[src/lpp_pkg.sv]
`default_nettype none
package lpp_pkg;
  // ---------------------------------------------------------------
  // widths and register map
  // ---------------------------------------------------------------
  localparam int LPP_AW = 5;
  localparam int LPP_DW = 8;
  localparam int LPP_NREG = 32;
  localparam logic [4:0] LPP_OFF_STATUS = 5'h1D; // sticky events, read only
  localparam logic [4:0] LPP_OFF_IRQ_EN = 5'h1E; // enable mask
  localparam logic [4:0] LPP_OFF_CLEAR = 5'h1F;  // write one to clear
  localparam logic [7:0] LPP_RST_CTRL = 8'h00;
  // status bit positions
  localparam int LPP_EV_HOST_WR = 0;
  localparam int LPP_EV_HOST_RD = 1;
  localparam int LPP_EV_SW_WR = 2;
  localparam int LPP_NEV = 3;
  // bus flavours
  typedef enum logic [1:0] {
    LPP_FLV_SPLIT = 2'h1,
    LPP_FLV_DSTRB = 2'h2
  } lpp_flavour_t;
endpackage
`default_nettype wire

[src/lpp_mem_if.sv]
`default_nettype none
interface lpp_mem_if;
  logic we;
  logic [4:0] waddr;
  logic [7:0] wdata;
  logic [4:0] raddr;
  logic [7:0] rdata;
  modport ctl (output we, output waddr, output wdata, output raddr, input rdata);
  modport mem (input we, input waddr, input wdata, input raddr, output rdata);
endinterface
`default_nettype wire

[src/lpp_regmem.sv]
`default_nettype none
module lpp_regmem
  import lpp_pkg::*;
(
  input wire logic i_clk,
  input wire logic i_rst,
  lpp_mem_if.mem m
);
  logic [LPP_DW-1:0] mem_q [LPP_NREG];
  logic [LPP_DW-1:0] rdata_q;

  // control bits, all zero under reset
  always_ff @(posedge i_clk)
  begin
    if (i_rst)
    begin
      for (int i = 0; i < LPP_NREG; i++)
        mem_q[i] <= LPP_RST_CTRL;
    end
    else if (m.we)
      mem_q[m.waddr] <= m.wdata;
  end

  // registered read port
  always_ff @(posedge i_clk)
  begin
    if (i_rst)
      rdata_q <= 8'h00;
    else
      rdata_q <= mem_q[m.raddr];
  end
  assign m.rdata = rdata_q;
endmodule
`default_nettype wire

[src/lpp_host_port.sv]
// Functional notes
// - parallel port works only while iface_sel_hi is low.
// - non-multiplexed mode takes address from the five address pins.
// - multiplexed mode latches address from data lines at strobe rising edge.
// - data lines carry data, or address then data when multiplexed.
// - chip select low needed; read, write and data strobes ignored while it is high (the address latch strobe is not).
// - hard reset low forces every control bit to zero.
// - interrupt pin pulled low while an enabled status event is set.
// - bus_flavour_select low: read/write strobes; high: data strobe and direction.
// - flavour high turns the three strobe pins into strobe, address strobe, direction.
// - read strobe and data strobe are active low.
`default_nettype none
module lpp_host_port
  import lpp_pkg::*;
(
  input wire logic i_clk,
  input wire logic i_rst,
  // host pins
  input wire logic i_cs_n,
  input wire logic i_rd_ds_n,
  input wire logic i_wr_rw_n,
  input wire logic i_ale_as,
  input wire logic [LPP_AW-1:0] i_addr_pin,
  input wire logic [LPP_DW-1:0] i_data_pin,
  output logic [LPP_DW-1:0] o_data_pin,
  output logic o_data_oe,
  input wire logic i_hard_reset_n,
  input wire logic i_iface_sel_lo,
  input wire logic i_iface_sel_hi,
  input wire logic i_bus_flavour_select,
  output logic o_int_n_out,
  output logic o_int_oe,
  // internal software port
  input wire logic [LPP_AW-1:0] i_sw_addr,
  input wire logic [LPP_DW-1:0] i_sw_wdata,
  input wire logic i_sw_wr,
  input wire logic i_sw_rd,
  output logic [LPP_DW-1:0] o_sw_rdata
);
  // ---------------------------------------------------------------
  // pin synchronisers
  // ---------------------------------------------------------------
  localparam int NS = 9 + LPP_AW + LPP_DW;
  logic [NS-1:0] s1_q;
  logic [NS-1:0] s2_q;
  // two flip-flops on every pin before any logic reads it
  always_ff @(posedge i_clk)
  begin
    if (i_rst)
    begin
      s1_q <= '1;
      s2_q <= '1;
    end
    else
    begin
      s1_q <= {i_cs_n, i_rd_ds_n, i_wr_rw_n, i_ale_as, i_hard_reset_n, i_iface_sel_lo,
               i_iface_sel_hi, i_bus_flavour_select, 1'b1, i_addr_pin, i_data_pin};
      s2_q <= s1_q;
    end
  end

  // ---------------------------------------------------------------
  // synchronised pin view
  // ---------------------------------------------------------------
  logic cs_n;
  logic rd_ds_n;
  logic wr_rw_n;
  logic ale_as;
  logic hard_reset_n_n;
  logic sel_lo;
  logic sel_hi;
  logic flv;
  logic [LPP_AW-1:0] apin;
  logic [LPP_DW-1:0] dpin;
  // unpack the second stage; nothing reads the first
  assign cs_n = s2_q[NS-1];    // chip select, low active
  assign rd_ds_n = s2_q[NS-2]; // read or data strobe
  assign wr_rw_n = s2_q[NS-3]; // write strobe or direction
  assign ale_as = s2_q[NS-4];  // address latch strobe
  assign hard_reset_n_n = s2_q[NS-5];  // hard reset, low active
  assign sel_lo = s2_q[NS-6];
  assign sel_hi = s2_q[NS-7];
  assign flv = s2_q[NS-8];
  assign apin = s2_q[LPP_AW+LPP_DW-1:LPP_DW];
  assign dpin = s2_q[LPP_DW-1:0];

  // ---------------------------------------------------------------
  // mode decode
  // ---------------------------------------------------------------
  function automatic lpp_flavour_t flavour(input logic f);
    return f ? LPP_FLV_DSTRB : LPP_FLV_SPLIT;
  endfunction
  logic par_en;
  logic muxed;
  // parallel port off while iface_sel_hi is high
  assign par_en = !sel_hi;
  assign muxed = par_en && !sel_lo;
  // software register decode, shared by the status and enable paths
  function automatic logic sw_hit(input logic [LPP_AW-1:0] ad, input logic [LPP_AW-1:0] off);
    return ad == off;
  endfunction
  logic clr_hit;
  logic en_hit;
  assign clr_hit = i_sw_wr && sw_hit(i_sw_addr, LPP_OFF_CLEAR);
  assign en_hit = i_sw_wr && sw_hit(i_sw_addr, LPP_OFF_IRQ_EN);

  // ---------------------------------------------------------------
  // edge history
  // ---------------------------------------------------------------
  // stage 2 pins hold previous values for edge detection
  logic cs_n_q;
  logic rd_ds_n_q;
  logic wr_rw_n_q;
  logic ale_as_q;
  always_ff @(posedge i_clk)
  begin
    if (i_rst)
    begin
      cs_n_q <= 1'b1;
      rd_ds_n_q <= 1'b1;
      wr_rw_n_q <= 1'b1;
      ale_as_q <= 1'b0;
    end
    else
    begin
      cs_n_q <= cs_n;
      rd_ds_n_q <= rd_ds_n;
      wr_rw_n_q <= wr_rw_n;
      ale_as_q <= ale_as;
    end
  end


  // ---------------------------------------------------------------
  // strobe decode
  // ---------------------------------------------------------------
  // strobe meaning per flavour
  logic rd_act;
  logic rd_act_q;
  logic wr_end;
  always_comb
  begin
    rd_act = 1'b0;
    wr_end = 1'b0;
    case (flavour(flv))
      LPP_FLV_SPLIT:
      begin
        rd_act = !rd_ds_n;
        wr_end = wr_rw_n && !wr_rw_n_q;
      end
      LPP_FLV_DSTRB:
      begin
        rd_act = !rd_ds_n && wr_rw_n;
        wr_end = rd_ds_n && !rd_ds_n_q && !wr_rw_n;
      end
      default:
      begin
        rd_act = 1'b0;
        wr_end = 1'b0;
      end
    endcase
  end
  assign rd_act_q = rd_act;

  // ---------------------------------------------------------------
  // select qualification
  // ---------------------------------------------------------------
  // select must stand two samples so a glitch on the pin is ignored
  logic sel;
  assign sel = par_en && !cs_n && !cs_n_q;

  // ---------------------------------------------------------------
  // address latch
  // ---------------------------------------------------------------
  logic [LPP_AW-1:0] alat_q;
  // address taken on the rising edge of the latch strobe
  always_ff @(posedge i_clk)
  begin
    if (i_rst)
      alat_q <= '0;
    else if (muxed && ale_as && !ale_as_q)
      alat_q <= dpin[LPP_AW-1:0];
  end

  // ---------------------------------------------------------------
  // address select
  // ---------------------------------------------------------------
  // latched address when multiplexed, dedicated pins otherwise
  logic [LPP_AW-1:0] haddr;
  assign haddr = muxed ? alat_q : apin;

  // ---------------------------------------------------------------
  // register memory and software access
  // ---------------------------------------------------------------
  lpp_mem_if mi ();
  lpp_regmem u_mem (
    .i_clk(i_clk),
    .i_rst(i_rst || !hard_reset_n_n),
    .m(mi)
  );
  logic host_wr;
  logic sw_wr_mem;
  // host wins the shared write and read ports over software
  assign host_wr = sel && wr_end;
  assign sw_wr_mem = i_sw_wr && (i_sw_addr < LPP_OFF_STATUS);
  assign mi.we = host_wr || sw_wr_mem;
  assign mi.waddr = host_wr ? haddr : i_sw_addr;
  assign mi.wdata = host_wr ? dpin : i_sw_wdata;
  assign mi.raddr = (sel && rd_act_q) ? haddr : i_sw_addr;

  // ---------------------------------------------------------------
  // events and interrupt
  // ---------------------------------------------------------------
  logic [LPP_NEV-1:0] ev;
  logic [LPP_NEV-1:0] stat_q;
  logic [LPP_NEV-1:0] en_q;
  logic rd_start;
  // a host read counts once, on the first cycle of the strobe, and only if selected in that cycle
  assign rd_start = sel && rd_act && !(rd_ds_n_q == 1'b0);
  // event vector
  always_comb
  begin
    ev = '0;
    ev[LPP_EV_HOST_WR] = host_wr;
    ev[LPP_EV_HOST_RD] = rd_start;
    ev[LPP_EV_SW_WR] = sw_wr_mem;
  end

  // ---------------------------------------------------------------
  // status and enable
  // ---------------------------------------------------------------
  // sticky status; an event in the clear cycle stays set
  always_ff @(posedge i_clk)
  begin
    if (i_rst)
      stat_q <= '0;
    else if (clr_hit)
      stat_q <= (stat_q & ~i_sw_wdata[LPP_NEV-1:0]) | ev; // set wins
    else
      stat_q <= stat_q | ev;
  end
  // enable mask, cleared by hard reset like the control bytes
  always_ff @(posedge i_clk)
  begin
    if (i_rst || !hard_reset_n_n)
      en_q <= '0;
    else if (en_hit)
      en_q <= i_sw_wdata[LPP_NEV-1:0];
  end

  // ---------------------------------------------------------------
  // interrupt pin
  // ---------------------------------------------------------------
  // open drain: drive low only while an enabled event is pending
  always_ff @(posedge i_clk)
  begin
    if (i_rst)
      o_int_oe <= 1'b0;
    else
      o_int_oe <= |(stat_q & en_q);
  end
  assign o_int_n_out = 1'b0;

  // ---------------------------------------------------------------
  // read paths
  // ---------------------------------------------------------------
  logic sw_rd_q;
  logic [LPP_AW-1:0] sw_addr_q;
  // remember the software read for one cycle
  always_ff @(posedge i_clk)
  begin
    if (i_rst)
    begin
      sw_rd_q <= 1'b0;
      sw_addr_q <= '0;
    end
    else
    begin
      sw_rd_q <= i_sw_rd;
      sw_addr_q <= i_sw_addr;
    end
  end
  // software read data, the cycle after the strobe
  always_comb
  begin
    case (sw_addr_q)
      LPP_OFF_STATUS: o_sw_rdata = {{(LPP_DW-LPP_NEV){1'b0}}, stat_q};
      LPP_OFF_IRQ_EN: o_sw_rdata = {{(LPP_DW-LPP_NEV){1'b0}}, en_q};
      LPP_OFF_CLEAR: o_sw_rdata = 8'h00;
      default: o_sw_rdata = sw_rd_q ? mi.rdata : 8'h00;
    endcase
  end

  // ---------------------------------------------------------------
  // host data pins
  // ---------------------------------------------------------------
  // host data pins driven only while selected and reading
  always_ff @(posedge i_clk)
  begin
    if (i_rst)
    begin
      o_data_oe <= 1'b0;
      o_data_pin <= 8'h00;
    end
    else
    begin
      o_data_oe <= sel && rd_act;
      o_data_pin <= mi.rdata;
    end
  end
endmodule
`default_nettype wire

[config.mk]
export PLATFORM = sky130hd
export DESIGN_NAME = lpp_host_port
export DESIGN_NICKNAME = d
export VERILOG_FILES = /design/src/lpp_pkg.sv /design/src/lpp_mem_if.sv /design/src/lpp_regmem.sv /design/src/lpp_host_port.sv
export SDC_FILE = /design/constraint.sdc
export NUM_CORES = 1
export LEC_CHECK = 0
export BUFFER_PORTS_ARGS = -buffer_cell sky130_fd_sc_hd__buf_2
export CAP_MARGIN = 40
export CORE_UTILIZATION = 61
export CTS_BUF_LIST = sky130_fd_sc_hd__clkbuf_16
export CTS_CLUSTER_DIAMETER = 100
export CTS_CLUSTER_SIZE = 40
export DETAILED_ROUTE_END_ITERATION = 6
export GPL_TIMING_DRIVEN = 0
export PLACE_DENSITY = 0.79
export SLEW_MARGIN = 30
export SYNTH_ARGS = -nofsm -noshare
export SYNTH_HDL_FRONTEND = slang
export SYNTH_SLANG_ARGS = --single-unit
[constraint.sdc]
create_clock -name i_clk -period 3.1 [get_ports i_clk]
set_input_delay 0 -clock i_clk [delete_from_list [all_inputs] [get_ports i_clk]]
set_output_delay 0 -clock i_clk [all_outputs]
set_load 0.02 [all_outputs]
==> results.cfg <==
[min_path]
worstHoldPathType = input pin to flip-flop

[drt]
wl_per_cell_um = 22.9
totalWireLength_um = 34900
ant_nets = 0
first_iter_violations = 1164
drc_errors = 0
via_per_inst = 6.22
dr.pass1.iters = 6
dr_total_vias = 9473

[worst_setup_path]
critPathCapture = u_mem.m.rdata[4]
crit_path_frequent_cell = buf_4
reg2reg_from = s2_q[15]
r2r_end = u_mem.m.rdata[4]
startpoint = s2_q[15]
crit_chain = or3_1, nor3_4, buf_6, mux2_2, buf_4, buf_4, mux4_2, a22oi_1, nand4_1
r2r_setup_slack_ns = -0.01
setup.worst_path.start_class = flip-flop
slowest_delay_ns = 0.42
critical_path_arrival_ns = 3.47
crit_type = flip-flop to flip-flop
cp.required_ns = 3.46
cp-end-kind = flip-flop
cp_max_fo = 10
ff2ff_path_depth = 9
cp_slowest_cell = or3_1

[pwr]
switchingPower_w = 0.00186
p_per_area_mw_per_mm2 = 513
p_int_w = 0.00620
power_frac_comb_pct = 9.2
seqPwrFrac_pct = 63.8
pwr-share-clk_pct = 27.1
p_leak_nw = 5.79
ir_worst_vdd_mv = 0.422
p_sw_share_pct = 23.1

[logic_synthesis]
synth_edf_count = 256
netlist_area_mm2 = 0.0140
synth.distinct_cells = 42
yosysSeqAreaShare_pct = 66.6
synthesis.nets = 1160
synth_area_per_cell_um2 = 12.4
yosys-top-cells-area = edfxtp_1, dfxtp_1, nor2_1
yosys.area.top_type = edfxtp_1
synth.top_cell.area_share_pct = 55.0
synth_seq_cells = 337
yosys_warnings = 0
post_synth_most_frequent_cells = nor2_1, edfxtp_1, nand2_1, dfxtp_1, mux2i_1
synth_flop_cell = edfxtp_1
ys_async_sr_fraction_pct = 0
syn_inst = 1122
yosysMostFrequentCell = nor2_1

[timing]
setup_viol = 2
setup_slack_ns = -0.0135
fin_tns_setup_ns = -0.0154
slew_viol_final = 0
holdWs_ns = 0.0484
fin_crit_ns = 3.11
worstMarginPinSlew_ns = 0.927
skew_ns = 0.0251
max_clock_freq_ghz = 0.321
post-route-period-util_pct = 100
rsz0062_at_grt = true
slew-limit-headroom_pct = 38.2
hold_viol_final = 0

[place]
dp_hpwl_um = 24400
pre_cts_slack_ns = -0.338
gp_congestion = 0.982
io_buffers = 54

[floorplanning]
rows = 55
die_x_um = 153
dieArea_mm2 = 0.0235
core_area_mm2 = 0.0226
ios = 57
die_h_um = 153
start_util_pct = 61.9

[cells_and_area]
syn2layout_area_growth_pct = 12.5
fin_util_pct = 69.6
fillers = 1562
diodes = 0
drive_gt1_share_pct = 21.0
finalNetCount = 1273

[global_routing]
grt-ovfl-total = 0
grt_max_degree = 42
grt_usage_pct = 30.4
grt_pass1_vias = 9232
antenna_found_initial = 2
grt_pass1_wl_um = 52900

[clock_network]
cts_tree = built
ctsRootBufferMaster = clkbuf_16
clk_pin_slew_ns = 0.14
cts_buffers = 12
htree_levels = 1
clk_path_buf_depth = 3
clock-sinks = 337
clkLatencyLatePin_ns = 0.52

[run_status]
violations = negative setup slack
status = finished, violations left

[run]
cap_violations = 0
==> power by group through the flow <==
stage	logic (W)	registers [W]	clock network [W]
3_3_place_gp	0.000633	0.00523	0
3_5_place_dp	0.000648	0.00524	0
2_1_floorplan	0.000417	0.00522	0
6_report	0.000740	0.00514	0.00218
5_1_grt	0.000783	0.00516	0.00231
4_1_cts	0.000696	0.00514	0.00219
==> layout make-up <==
cell class	count	area [um^2]	share of cell area, %
buffer	65	339	2.16
clock buffer	13	325	2.07
clock inverter	5	62.6	0.398
inverter	8	30.0	0.191
multi-input combinational	712	4580	29.2
sequential	337	9310	59.2
tap	285	357	2.27
timing repair buffer	99	711	4.52
==> logic make-up (layout without fill, tap and decap cells) <==
group / Yosys count / in the layout / synth area share [%]
AOI/OAI and AO/OA: 59 / 59 / 3.05
buffers and inverters: 73 / 190 / 2.26
DFF: 337 / 337 / 66.6
muxes: 111 / 111 / 11.1
other: 1 / 1 / 0.0268
and+or+nand+nor: 541 / 541 / 16.9
==> worst max-delay path: cells and delay by family (launching register included) <==
family | cells | cell delay, ns
AO/OA/AOI/OAI | 1 | 0.40
buffers and inverters | 3 | 0.60
flip-flops | 1 | 0.36
multiplexers | 2 | 0.63
AND/OR/NAND/NOR | 3 | 0.97
==> what timing repair did <==
action | in CTS | in global routing
setup endpoints to repair | 332 | 306
cloned | 0 | 0
endpoints found under the hold margin | 34 | 6
hold buffers | 32 | 3
setup buffers | 0 | 6
pin swaps | 0 | 7
gates resized for setup | 28 | 62
==> routing by layer <==
metal	track usage [%]	vias to the layer above	routed length, um
met1	39.8	4597	12800
li1	-	4180	-
met2	50.4	583	17000
met4	13.8	2	1570
met5	0	-	8
met3	4.82	111	3480
==> cells in the final DEF, fill, tap and decap left out, types with 6 or more instances in the layout <==
cell type,instances
nor2_1,279
edfxtp_1,256
nand2_1,111
dfxtp_1,81
buf_2,63
mux2i_1,57
or2_2,45
dlygate4sd3_1,35
clkbuf_1,34
mux4_2,34
nand3_1,25
nand2_2,22
nor2b_1,16
a22oi_2,14
clkbuf_16,13
a31oi_1,12
clkbuf_2,11
inv_1,10
buf_4,10
mux2_2,9
nand4_1,9
mux2i_2,8
o2111ai_1,8
o211ai_1,8
buf_6,6
==> sequential cells by signal, indices dropped and copies added (netlist names), 3 cells and up <==
name	count
o_data_pin	8
u_mem.m.rdata	8
u_mem.mem_q	256
en_q	3
alat_q	5
s1_q	21
stat_q	3
s2_q	21
sw_addr_q	5
==> metrics by stage <==
step                instances  instance area, um^2  total power [W]
floorplan                1122                14000          0.00563
global placement         1461                14600          0.00586
detailed placement       1463                14600          0.00589
CTS                      1513                15400          0.00803
global route             1524                15700          0.00825
finish                   1524                15700          0.00807
==> worst min path at each step <==
stage	startpoint	endpoint	slack, ns	cells after the start
2_1_floorplan	i_data_pin[0]	s1_q[0]	0.10	1
3_3_place_gp	i_hard_reset_n	s1_q[17]	0.18	2
3_5_place_dp	i_hard_reset_n	s1_q[17]	0.18	2
4_1_cts	i_sw_wdata[4]	u_mem.mem_q[17][4]	0.02	3
5_1_grt	i_sw_wdata[7]	u_mem.mem_q[0][7]	0.02	3
6_report	i_sw_wdata[7]	u_mem.mem_q[1][7]	0.05	3
No activity file was read; power rests on OpenSTA's default activity.
